### config.mk
export PLATFORM = sky130hd
export DESIGN_NAME = csc_core
export DESIGN_NICKNAME = d
export VERILOG_FILES = /design/src/core/csc_pkg.sv /design/src/core/csc_core.sv
export SDC_FILE = /design/constraint.sdc
export NUM_CORES = 1
export LEC_CHECK = 0
export BUFFER_PORTS_ARGS = -buffer_cell sky130_fd_sc_hd__buf_4
export CORE_MARGIN = 1.5
export CORE_UTILIZATION = 52
export CTS_CLUSTER_SIZE = 24
export DETAILED_ROUTE_END_ITERATION = 10
export HOLD_SLACK_MARGIN = 0.1
export PLACE_DENSITY_LB_ADDON = 0.3
export SKIP_LAST_GASP = 1
export SYNTH_ARGS = -nofsm -noshare
export SYNTH_HDL_FRONTEND = slang
export SYNTH_SLANG_ARGS = --single-unit
### constraint.sdc
create_clock -name core_clk -period 15 [get_ports core_clk]
set_input_delay 1.5 -clock core_clk [delete_from_list [all_inputs] [get_ports core_clk]]
set_output_delay 1.5 -clock core_clk [all_outputs]
set_load 0.01 [all_outputs]
### src/core/csc_pkg.sv
// Shared constants and types of the configurable SPI controller.
// Assumes one core clock domain; every user of it writes csc_pkg::name.
package csc_pkg;

    // ==============================================================
    // Data and storage sizes
    localparam int CSC_DATA_W = 16;
    localparam int CSC_SLOTS = 16;
    localparam int CSC_PTR_W = 4;
    localparam int CSC_CNT_W = 5;
    localparam int CSC_BIT_W = 6;
    localparam int CSC_SEL_N = 4;
    localparam logic [CSC_CNT_W-1:0] CSC_DEPTH_WORDS = 5'h08;
    localparam logic [CSC_CNT_W-1:0] CSC_DEPTH_BYTES = 5'h10;

    // ==============================================================
    // Frame formats on frame_fmt
    localparam logic [1:0] CSC_FMT_CLASSIC = 2'h0;
    localparam logic [1:0] CSC_FMT_PULSE_COINCIDENT = 2'h1;
    localparam logic [1:0] CSC_FMT_PULSE_PRECEDING = 2'h2;
    localparam logic [1:0] CSC_FMT_HALF_DUPLEX = 2'h3;

    // ==============================================================
    // Event vector bit positions (rx side, tx side)
    localparam int CSC_EV_LEVEL = 0;
    localparam int CSC_EV_NOT_EMPTY = 1;
    localparam int CSC_EV_FULL = 2;
    localparam int CSC_EV_OVERFLOW = 3;
    localparam int CSC_EV_UNDERFLOW = 4;
    localparam int CSC_EV_BUS_ERR = 5;
    localparam int CSC_EV_NOT_FULL = 1;
    localparam int CSC_EV_EMPTY = 2;
    localparam int CSC_EV_DONE = 5;
    localparam int CSC_EV_N = 6;

    // ==============================================================
    // Timing: serial clock divider floor, in core clock cycles
    localparam logic [7:0] CSC_OVS_MIN = 8'h02;

    // ==============================================================
    // Sequencer states and complete module state
    typedef enum logic [1:0] {
        ST_IDLE,
        ST_LEAD,
        ST_SHIFT,
        ST_GAP
    } csc_state_type;

    typedef struct packed {
        csc_state_type st;
        logic [7:0] div;
        logic ph;
        logic [CSC_BIT_W-1:0] bitcnt;
        logic [CSC_DATA_W-1:0] tx_word;
        logic [CSC_DATA_W-1:0] rx_word;
        logic sclk_prev;
        logic sel_prev;
        logic [CSC_SLOTS-1:0][CSC_DATA_W-1:0] txm;
        logic [CSC_SLOTS-1:0][CSC_DATA_W-1:0] rxm;
        logic [CSC_PTR_W-1:0] tx_wp;
        logic [CSC_PTR_W-1:0] tx_rp;
        logic [CSC_PTR_W-1:0] rx_wp;
        logic [CSC_PTR_W-1:0] rx_rp;
        logic [CSC_CNT_W-1:0] tx_cnt;
        logic [CSC_CNT_W-1:0] rx_cnt;
        logic [2:0] rx_stk;
        logic [2:0] tx_stk;
        logic [CSC_EV_N-1:0] rx_ev;
        logic [CSC_EV_N-1:0] tx_ev;
        logic rx_dma;
        logic tx_dma;
        logic busy;
        logic wake;
        logic tx_full;
        logic [CSC_DATA_W-1:0] rd_data;
        logic rd_valid;
        logic sclk_o;
        logic sclk_oe;
        logic dout;
        logic mosi_oe;
        logic miso_oe;
        logic [CSC_SEL_N-1:0] sel_o;
        logic sel_oe;
    } csc_regs_type;

    localparam csc_regs_type CSC_REGS_RESET = '0;

endpackage

### src/core/csc_core.sv
// Configurable SPI controller: master or slave, four frame formats,
// 8-word (16 in packed byte mode) RX and TX FIFOs, event sources and DMA level requests.
// Assumes all inputs synchronous to core_clk; pins split into
// in/out/enable, the wire level is resolved outside.
`timescale 1ns/100ps

module csc_core (
    input wire logic core_clk,
    input wire logic rst_n,
    input wire logic enable,
    input wire logic master_mode,
    input wire logic [1:0] frame_fmt,
    input wire logic clk_phase,
    input wire logic clk_polarity,
    input wire logic [7:0] oversample,
    input wire logic late_rx_sample_en,
    input wire logic deep_sleep_wake_en,
    input wire logic [4:0] rx_width,
    input wire logic [4:0] tx_width,
    input wire logic lsb_first,
    input wire logic word_gap_select_release,
    input wire logic packed_byte_fifo_en,
    input wire logic continuous_serial_clock_en,
    input wire logic [3:0] select_level_mask,
    input wire logic [1:0] active_select,
    input wire logic [4:0] rx_threshold,
    input wire logic [4:0] tx_threshold,
    input wire logic [5:0] rx_event_mask,
    input wire logic [5:0] tx_event_mask,
    input wire logic [5:0] rx_event_clear,
    input wire logic [5:0] tx_event_clear,
    input wire logic tx_wr_req,
    input wire logic [15:0] tx_wr_data,
    input wire logic rx_rd_req,
    output logic [15:0] rx_rd_data,
    output logic rx_rd_valid,
    output logic tx_full,
    output logic [4:0] tx_count,
    output logic [4:0] rx_count,
    output logic [5:0] rx_events,
    output logic [5:0] tx_events,
    output logic rx_dma_request,
    output logic tx_dma_request,
    output logic bus_busy,
    output logic wake_request,
    input wire logic sclk_in,
    output logic sclk_out,
    output logic sclk_oe,
    input wire logic mosi_in,
    output logic mosi_out,
    output logic mosi_oe,
    input wire logic miso_in,
    output logic miso_out,
    output logic miso_oe,
    input wire logic select_in,
    output logic [3:0] select_out,
    output logic select_oe
);

    // ==============================================================
    // Configuration decode
    csc_pkg::csc_regs_type q;
    csc_pkg::csc_regs_type d;
    logic is_classic, is_hd, is_tic, is_tip, sel_held;
    logic cpol_e, cpha_e, din, sel_act_in;
    logic [7:0] ovs_e, half_m1;
    logic [5:0] total;
    logic [4:0] cap;
    logic tx_empty, sedge, slead, strail, smp, lau, act_rise;
    logic tick, bit_start, mid, load_word, rx_push, tx_pop;
    logic tx_push_ok, sel_on, sclk_run;
    logic [15:0] rx_val;
    logic [2:0] rx_set, tx_set;
    logic [5:0] rx_lvl, tx_lvl;

    // Formats and the effective clock mode
    assign is_classic = frame_fmt == csc_pkg::CSC_FMT_CLASSIC;
    assign is_hd = frame_fmt == csc_pkg::CSC_FMT_HALF_DUPLEX;
    assign is_tic = frame_fmt == csc_pkg::CSC_FMT_PULSE_COINCIDENT;
    assign is_tip = frame_fmt == csc_pkg::CSC_FMT_PULSE_PRECEDING;
    assign sel_held = is_classic | is_hd;
    // Pulse and half duplex frames launch on rise, sample on fall
    assign cpol_e = is_classic ? clk_polarity : 1'b0;
    assign cpha_e = is_classic ? clk_phase : 1'b1;
    assign din = master_mode ? miso_in : mosi_in;
    assign sel_act_in = select_in == select_level_mask[0];
    // Odd factors round down to an even bit period
    assign ovs_e = (oversample < csc_pkg::CSC_OVS_MIN) ?
                   csc_pkg::CSC_OVS_MIN : oversample;
    assign half_m1 = {1'b0, ovs_e[7:1]} - 8'h01;
    assign total = is_hd ? ({1'b0, tx_width} + {1'b0, rx_width}) :
                   {1'b0, tx_width};
    assign cap = packed_byte_fifo_en ? csc_pkg::CSC_DEPTH_BYTES :
                 csc_pkg::CSC_DEPTH_WORDS;
    assign tx_empty = q.tx_cnt == 5'h00;

    // Slave edge detection on the sampled serial clock
    assign sedge = sclk_in != q.sclk_prev;
    assign slead = sedge & (q.sclk_prev == cpol_e);
    assign strail = sedge & (q.sclk_prev != cpol_e);
    assign smp = cpha_e ? strail : slead;
    assign lau = cpha_e ? slead : strail;
    assign act_rise = sel_act_in & ~q.sel_prev;

    // ==============================================================
    // Bit helpers: which bits carry data and where they sit
    function automatic logic tx_bit(input logic [5:0] k);
        if (!is_hd) begin
            tx_bit = 1'b1;
        end else if (master_mode) begin
            tx_bit = k < {1'b0, tx_width};
        end else begin
            tx_bit = k >= {1'b0, rx_width};
        end
    endfunction

    function automatic logic rx_bit(input logic [5:0] k);
        if (!is_hd) begin
            rx_bit = 1'b1;
        end else if (master_mode) begin
            rx_bit = k >= {1'b0, tx_width};
        end else begin
            rx_bit = k < {1'b0, rx_width};
        end
    endfunction

    function automatic logic [3:0] tx_idx(input logic [5:0] k);
        logic [5:0] j;
        logic [4:0] t;
        j = (is_hd && !master_mode) ? k - {1'b0, rx_width} : k;
        t = tx_width - 5'h01 - j[4:0];
        tx_idx = lsb_first ? j[3:0] : t[3:0];
    endfunction

    function automatic logic [3:0] rx_idx(input logic [5:0] k);
        logic [5:0] j;
        logic [4:0] t;
        j = (is_hd && master_mode) ? k - {1'b0, tx_width} : k;
        t = rx_width - 5'h01 - j[4:0];
        rx_idx = lsb_first ? j[3:0] : t[3:0];
    endfunction

    // Only the low TX-width bits of the entry are ever sent
    function automatic logic out_bit(input logic [15:0] w,
                                     input logic [5:0] k);
        out_bit = tx_bit(k) ? w[tx_idx(k)] : 1'b0;
    endfunction

    function automatic logic [15:0] rx_ins(input logic [15:0] w,
                                           input logic [5:0] k);
        rx_ins = w;
        if (rx_bit(k)) begin
            rx_ins[rx_idx(k)] = din;
        end
    endfunction

    // ==============================================================
    // Next state
    always_comb begin
        d = q;
        tick = 1'b0;
        load_word = 1'b0;
        rx_push = 1'b0;
        tx_pop = 1'b0;
        rx_val = q.rx_word;
        rx_set = 3'h0;
        tx_set = 3'h0;
        d.rd_valid = 1'b0;
        d.sclk_prev = sclk_in;
        d.sel_prev = sel_act_in;
        // Wake only from a slave select activation
        d.wake = ~master_mode & deep_sleep_wake_en & act_rise;
        // Bit clock divider, also the free running clock source
        if (enable && master_mode) begin
            if (q.div >= half_m1) begin
                d.div = 8'h00;
                tick = 1'b1;
            end else begin
                d.div = q.div + 8'h01;
            end
        end else begin
            d.div = 8'h00;
            d.ph = 1'b0;
        end
        if (tick) begin
            d.ph = ~q.ph;
        end
        bit_start = tick & q.ph;
        mid = tick & ~q.ph;
        if (!enable) begin
            d.st = csc_pkg::ST_IDLE;
        end else if (master_mode) begin
            unique case (q.st)
                // Words start on a bit boundary, never on the write
                csc_pkg::ST_IDLE: begin
                    if (bit_start && !tx_empty) begin
                        if (is_tic) begin
                            load_word = 1'b1;
                            d.st = csc_pkg::ST_SHIFT;
                        end else begin
                            d.st = csc_pkg::ST_LEAD;
                        end
                    end
                end
                csc_pkg::ST_LEAD: begin
                    if (bit_start) begin
                        load_word = 1'b1;
                        d.st = csc_pkg::ST_SHIFT;
                    end
                end
                csc_pkg::ST_SHIFT: begin
                    if (mid && !late_rx_sample_en) begin
                        d.rx_word = rx_ins(q.rx_word, q.bitcnt);
                        d.bitcnt = q.bitcnt + 6'h01;
                    end
                    if (bit_start) begin
                        if (late_rx_sample_en) begin
                            d.rx_word = rx_ins(q.rx_word, q.bitcnt);
                            d.bitcnt = q.bitcnt + 6'h01;
                        end
                        if (d.bitcnt >= total) begin
                            rx_push = 1'b1;
                            rx_val = d.rx_word;
                            if (!tx_empty && !word_gap_select_release) begin
                                if (is_tip) begin
                                    d.st = csc_pkg::ST_LEAD;
                                end else begin
                                    load_word = 1'b1;
                                end
                            end else if (!tx_empty) begin
                                d.st = csc_pkg::ST_GAP;
                            end else begin
                                d.st = csc_pkg::ST_IDLE;
                                tx_set[2] = 1'b1;
                            end
                        end else begin
                            d.dout = out_bit(q.tx_word, d.bitcnt);
                        end
                    end
                end
                csc_pkg::ST_GAP: begin
                    if (bit_start) begin
                        d.st = csc_pkg::ST_IDLE;
                    end
                end
            endcase
        end else if (sel_held && !sel_act_in) begin
            // Losing select mid word drops the partial word
            if (q.st == csc_pkg::ST_SHIFT && q.bitcnt != 6'h00) begin
                rx_set[2] = 1'b1;
            end
            d.st = csc_pkg::ST_IDLE;
        end else begin
            unique case (q.st)
                csc_pkg::ST_IDLE: begin
                    if ((sel_held && act_rise) ||
                        (is_tic && lau && sel_act_in)) begin
                        load_word = 1'b1;
                        d.st = csc_pkg::ST_SHIFT;
                    end else if (is_tip && smp && sel_act_in) begin
                        d.st = csc_pkg::ST_LEAD;
                    end
                end
                csc_pkg::ST_LEAD: begin
                    if (lau) begin
                        load_word = 1'b1;
                        d.st = csc_pkg::ST_SHIFT;
                    end
                end
                csc_pkg::ST_SHIFT: begin
                    if (smp) begin
                        d.rx_word = rx_ins(q.rx_word, q.bitcnt);
                        d.bitcnt = q.bitcnt + 6'h01;
                        if (d.bitcnt >= total) begin
                            rx_push = 1'b1;
                            rx_val = d.rx_word;
                            if (sel_held) begin
                                load_word = 1'b1;
                            end else begin
                                d.st = csc_pkg::ST_IDLE;
                            end
                        end
                    end else if (lau) begin
                        d.dout = out_bit(q.tx_word, q.bitcnt);
                    end
                end
                csc_pkg::ST_GAP: begin
                    d.st = csc_pkg::ST_IDLE;
                end
            endcase
        end
        // Word load; a slave with nothing queued sends zeros
        if (load_word) begin
            d.tx_word = tx_empty ? 16'h0000 : q.txm[q.tx_rp];
            tx_pop = ~tx_empty;
            tx_set[1] = tx_empty;
            d.bitcnt = 6'h00;
            d.rx_word = 16'h0000;
            d.dout = out_bit(d.tx_word, 6'h00);
        end
        // Host side of both FIFOs
        tx_push_ok = tx_wr_req & ~q.tx_full;
        tx_set[0] = tx_wr_req & q.tx_full;
        if (tx_push_ok) begin
            d.txm[q.tx_wp] = tx_wr_data;
            d.tx_wp = q.tx_wp + 4'h1;
        end
        if (tx_pop) begin
            d.tx_rp = q.tx_rp + 4'h1;
        end
        d.tx_cnt = q.tx_cnt + {4'h0, tx_push_ok} - {4'h0, tx_pop};
        if (rx_rd_req && q.rx_cnt == 5'h00) begin
            rx_set[1] = 1'b1;
        end else if (rx_rd_req) begin
            d.rd_data = q.rxm[q.rx_rp];
            d.rd_valid = 1'b1;
            d.rx_rp = q.rx_rp + 4'h1;
        end
        if (packed_byte_fifo_en) begin
            rx_val = {8'h00, rx_val[7:0]};
        end
        if (rx_push && q.rx_cnt == cap) begin
            rx_set[0] = 1'b1;
        end else if (rx_push) begin
            d.rxm[q.rx_wp] = rx_val;
            d.rx_wp = q.rx_wp + 4'h1;
        end
        d.rx_cnt = q.rx_cnt + {4'h0, rx_push && q.rx_cnt != cap} -
                   {4'h0, d.rd_valid};
        d.tx_full = d.tx_cnt >= cap;
        // Sticky flags: a set in the clearing cycle survives
        d.rx_stk = (q.rx_stk & ~rx_event_clear[5:3]) | rx_set;
        d.tx_stk = (q.tx_stk & ~tx_event_clear[5:3]) | tx_set;
        rx_lvl = {d.rx_stk, d.rx_cnt == cap, d.rx_cnt != 5'h00,
                  d.rx_cnt > rx_threshold};
        tx_lvl = {d.tx_stk, d.tx_cnt == 5'h00, d.tx_cnt < cap,
                  d.tx_cnt < tx_threshold};
        d.rx_ev = rx_lvl & rx_event_mask;
        d.tx_ev = tx_lvl & tx_event_mask;
        d.rx_dma = rx_lvl[csc_pkg::CSC_EV_LEVEL];
        d.tx_dma = tx_lvl[csc_pkg::CSC_EV_LEVEL];
        // Pins and bus status
        sel_on = (sel_held && d.st == csc_pkg::ST_SHIFT) ||
                 (!is_tic && d.st == csc_pkg::ST_LEAD) ||
                 (is_tic && d.st == csc_pkg::ST_SHIFT &&
                  d.bitcnt == 6'h00);
        sel_on = sel_on & enable & master_mode;
        d.sel_o = select_level_mask ^
                  ~({4{sel_on}} & (4'h1 << active_select));
        d.sel_oe = enable & master_mode;
        sclk_run = enable & master_mode & (continuous_serial_clock_en ||
                   d.st == csc_pkg::ST_SHIFT ||
                   (is_tip && d.st == csc_pkg::ST_LEAD));
        d.sclk_o = sclk_run ? (cpol_e ^ d.ph ^ cpha_e) : cpol_e;
        d.sclk_oe = enable & master_mode;
        d.mosi_oe = enable & master_mode;
        d.miso_oe = enable & ~master_mode &
                    (sel_held ? sel_act_in : d.st != csc_pkg::ST_IDLE);
        if (master_mode) begin
            d.busy = enable & (d.st == csc_pkg::ST_LEAD ||
                               d.st == csc_pkg::ST_SHIFT);
        end else begin
            d.busy = enable & (sel_held ? sel_act_in :
                               d.st != csc_pkg::ST_IDLE);
        end
    end

    // ==============================================================
    // State register
    always_ff @(posedge core_clk or negedge rst_n) begin
        if (!rst_n) begin
            q <= csc_pkg::CSC_REGS_RESET;
        end else begin
            q <= d;
        end
    end

    // Outputs straight from the state register
    assign rx_rd_data = q.rd_data;
    assign rx_rd_valid = q.rd_valid;
    assign tx_full = q.tx_full;
    assign tx_count = q.tx_cnt;
    assign rx_count = q.rx_cnt;
    assign rx_events = q.rx_ev;
    assign tx_events = q.tx_ev;
    assign rx_dma_request = q.rx_dma;
    assign tx_dma_request = q.tx_dma;
    assign bus_busy = q.busy;
    assign wake_request = q.wake;
    assign sclk_out = q.sclk_o;
    assign sclk_oe = q.sclk_oe;
    assign mosi_out = q.dout;
    assign mosi_oe = q.mosi_oe;
    assign miso_out = q.dout;
    assign miso_oe = q.miso_oe;
    assign select_out = q.sel_o;
    assign select_oe = q.sel_oe;

endmodule

==> flow_summary.ini <==
[global_route]
antenna_found_initial = 2
grt_overflow = 0
grt_pass1_wl_microns = 131000
grt_pass1_vias = 24032
grt_max_degree = 89
grt_usage_pct = 26.1

[synth]
syn_nets = 3083
synth_cells = 2881
yosysWarnings = 0
syn_area_sq_um = 32700
ys_top_cells_by_area = dfrtp_1 49%, mux2_2 9.8%, mux4_2 9.6%
synth_area_leader_cell = dfrtp_1
synth_flop_cell = dfrtp_1
synth_area_per_cell_sq_um = 11.4
ys_types = 91
yosysSeqAreaShare_pct = 48.7
ys_ff_latch = 637
synth_edf_count = 0
ys_async_sr_fraction_pct = 100
synth_top_area_share_pct = 48.7

[sta]
layout_min_cycle_time_ns = 8.68
slew_viol_final = 0
finClkSkew_ns = 0.0359
rsz0062_at_grt = false
setup_tns_ns = 0
fin_crit_sh_pct = 57.9
slew_headroom_pct = 18.4
hold_viol_final = 0
setup_viol = 0
fmax_mhz = 115
tightest_slew_ns = 1.22

[setup_path]
cp-start-kind = input pin
cp.arrival_ns = 9.24
cpMostUsedCell = ha_1
critPathSlowestCell = a21oi_2
r2r_start = q[631]$_DFF_PN0_
reg2reg_slack_ns = 7.90
worst-endpoint-required_ns = 15.56
path_max_fanout = 22
reg2reg_to = rx_events[0]$_DFF_PN0_
max_stage_delay_ns = 0.77
end_kind = flip-flop
rr_worst_depth = 28
crit_start = oversample[5]
path_class = input pin to flip-flop
endpoint = rx_events[0]$_DFF_PN0_

[floorplanning]
coreArea_sq_um = 61900
die_x_microns = 254
row_count = 91
dieArea_sq_um = 64500
die_h_microns = 254
pin_count = 149
start_util_pct = 52.8

[run_status]
status = complete, no violations

[layout]
layout.nets = 3103
syn2layout_area_growth_pct = 11.3
fillers = 5069
drive_gt1_share_pct = 25.5
fin_area_sq_um = 36400
fin_util_pct = 58.8
antenna_cells = 0

[placed_design]
place.gp.congestion = 0.927
port_buffers = 141
dpl-instance-area_sq_um = 34100
dpl.hpwl_microns = 53100

[pwr]
ir_worst_vdd_uv = 134
p_per_area_nw_per_um2 = 164
leakage_nw = 16.5
p_total_mw = 5.97

[worst_hold_path]
min_path_cells = 2
hold_path_class = flip-flop to flip-flop

[drt]
totalWireLength_microns = 81700
first_pass_iters = 6
wl_per_cell_microns = 21.6
vias = 22654
detail_route.iter0.violations = 1806
postRouteAntennaNets = 0
drc = 0
vias_per_cell = 5.98

[cts]
clock-sinks = 637
cts.repair.resized = 0
numCtsBuffers = 69
tritoncts = yes
clk_latency_ns = 0.62
htreeDepth = 3
cts_root_buffer = clkbuf_16
cts_setup_buffers = 0
clockBufferDepth = 3
clk_pin_slew_worst_paths_ns = 0.06
ctsHoldBuffers = 0

[job]
maxCapViolCount = 0
cell type report:
cell class              instances  area [sq um]  area share, %
multi-input cells            1927         15400           42.2
repair buffers                184          1390           3.81
well taps                     837          1050           2.88
clock inverters                23           379           1.04
flip-flops and latches        637         16000           43.8
clock buffers                  97          1970           5.42
inverters                      82           308          0.845
sequential cells by signal, indices dropped and copies added (netlist names):
name and count:
rx_events 6, rx_count 5, bus_busy 1, rx_dma_request 1, tx_full 1, rx_rd_valid 1
select_oe 1, select_out 4, tx_events 6, miso_out 1, tx_count 5, miso_oe 1
q 585, tx_dma_request 1, rx_rd_data 16, sclk_out 1, wake_request 1
per-layer routing:
layer  up-vias  wire length, microns  track usage [%]
met5         -                    31                0
met2       674                 41300             45.3
li1      10261                     -                -
met1     11532                 33000             32.7
met3       183                  5060             4.89
met4         4                  2370             9.10
worst min-delay path by stage:
| stage | startpoint | end | slack (ns) |
|---|---|---|---|
| after floorplan | q[109]$_DFFE_PN0P_ | q[109]$_DFFE_PN0P_ | 0.44 |
| after global placement | q[173]$_DFFE_PN0P_ | q[173]$_DFFE_PN0P_ | 0.46 |
| after detailed placement | rx_rd_data[11]$_DFFE_PN0P_ | rx_rd_data[11]$_DFFE_PN0P_ | 0.46 |
| after CTS | q[129]$_DFFE_PN0P_ | q[129]$_DFFE_PN0P_ | 0.48 |
| after global routing | q[285]$_DFFE_PN0P_ | q[285]$_DFFE_PN0P_ | 0.50 |
| final | rx_rd_data[11]$_DFFE_PN0P_ | rx_rd_data[11]$_DFFE_PN0P_ | 0.47 |
cell usage in the layout, fill, tap and decap left out, types with 8 or more instances in the layout:
cell       count
o21ai_0      290
nor3_1        15
o21a_1        10
fa_1          10
o22ai_1       13
dfrtp_1      633
nand2_1      392
clkbuf_8      10
clkbuf_1      16
nor2b_1       17
xnor2_1       55
nand3_1       36
buf_4        183
o21ai_1       47
a211oi_1       8
o211ai_1       9
nand2b_1      22
and2_1        11
mux2i_1       36
nor2_1       109
mux2_2       285
a21oi_1      106
a31oi_1       23
clkbuf_16     71
ha_1          98
a22oi_1        8
nand4_1       11
xor2_1        22
a21o_1        24
and3_1        13
mux4_2       140
inv_1         80
report_power, final:
part           total (mW)  internal [mW]  switching (mW)
Combinational        1.85          0.921           0.932
Sequential           2.36           2.08           0.282
Clock                1.75           1.05           0.706
critical path, delay by kind of cell:
| kind | cells | cell delay (ns) |
|---|---|---|
| compound gates | 9 | 2.49 |
| xor+xnor | 3 | 0.70 |
| fa+ha+maj | 7 | 2.07 |
| buf+inv | 5 | 0.44 |
| simple gates | 9 | 2.04 |
per-stage QoR:
stage               cells  worst slack (ns)  hold slack [ns]
global placement     3667              6.03            0.456
global route         3787              5.85            0.498
floorplan            2881              7.42            0.445
detailed placement   3667              5.79            0.465
CTS                  3787              6.42            0.478
finish               3787              6.32            0.472
cells in the mapped netlist, drive strengths merged (4+ instances only):
library cell / n
and3: 13
a21o: 24
o21bai: 5
fa: 10
nor4: 7
o2111ai: 7
mux4: 140
a21oi: 108
nor2b: 17
nor3: 23
buf: 92
nand2b: 22
xnor2: 56
or2: 8
inv: 81
o211ai: 10
ha: 98
o22ai: 14
a311oi: 4
nand4: 12
xor2: 22
o21ai: 338
nor2: 109
dfrtp: 637
clkbuf: 143
o21a: 10
mux2i: 37
or3: 6
a31oi: 23
nand2: 393
nor3b: 5
and2: 12
nand3: 37
a22oi: 8
o211a: 5
a211oi: 8
mux2: 285
logic make-up (layout without fill, tap and decap cells):
group,count (synthesis),in the layout,synth area share (%)
AO/OA/AOI/OAI,605,605,10.7
XOR/XNOR,78,78,2.11
adder cells (fa/ha/maj),108,108,4.36
buffers and inverters,317,386,4.38
flip-flops,637,637,48.7
multiplexers,462,462,20.6
other,1,1,0.0115
AND/OR/NAND/NOR,673,673,9.11
Note: power is estimated with default switching activity, not from simulation.
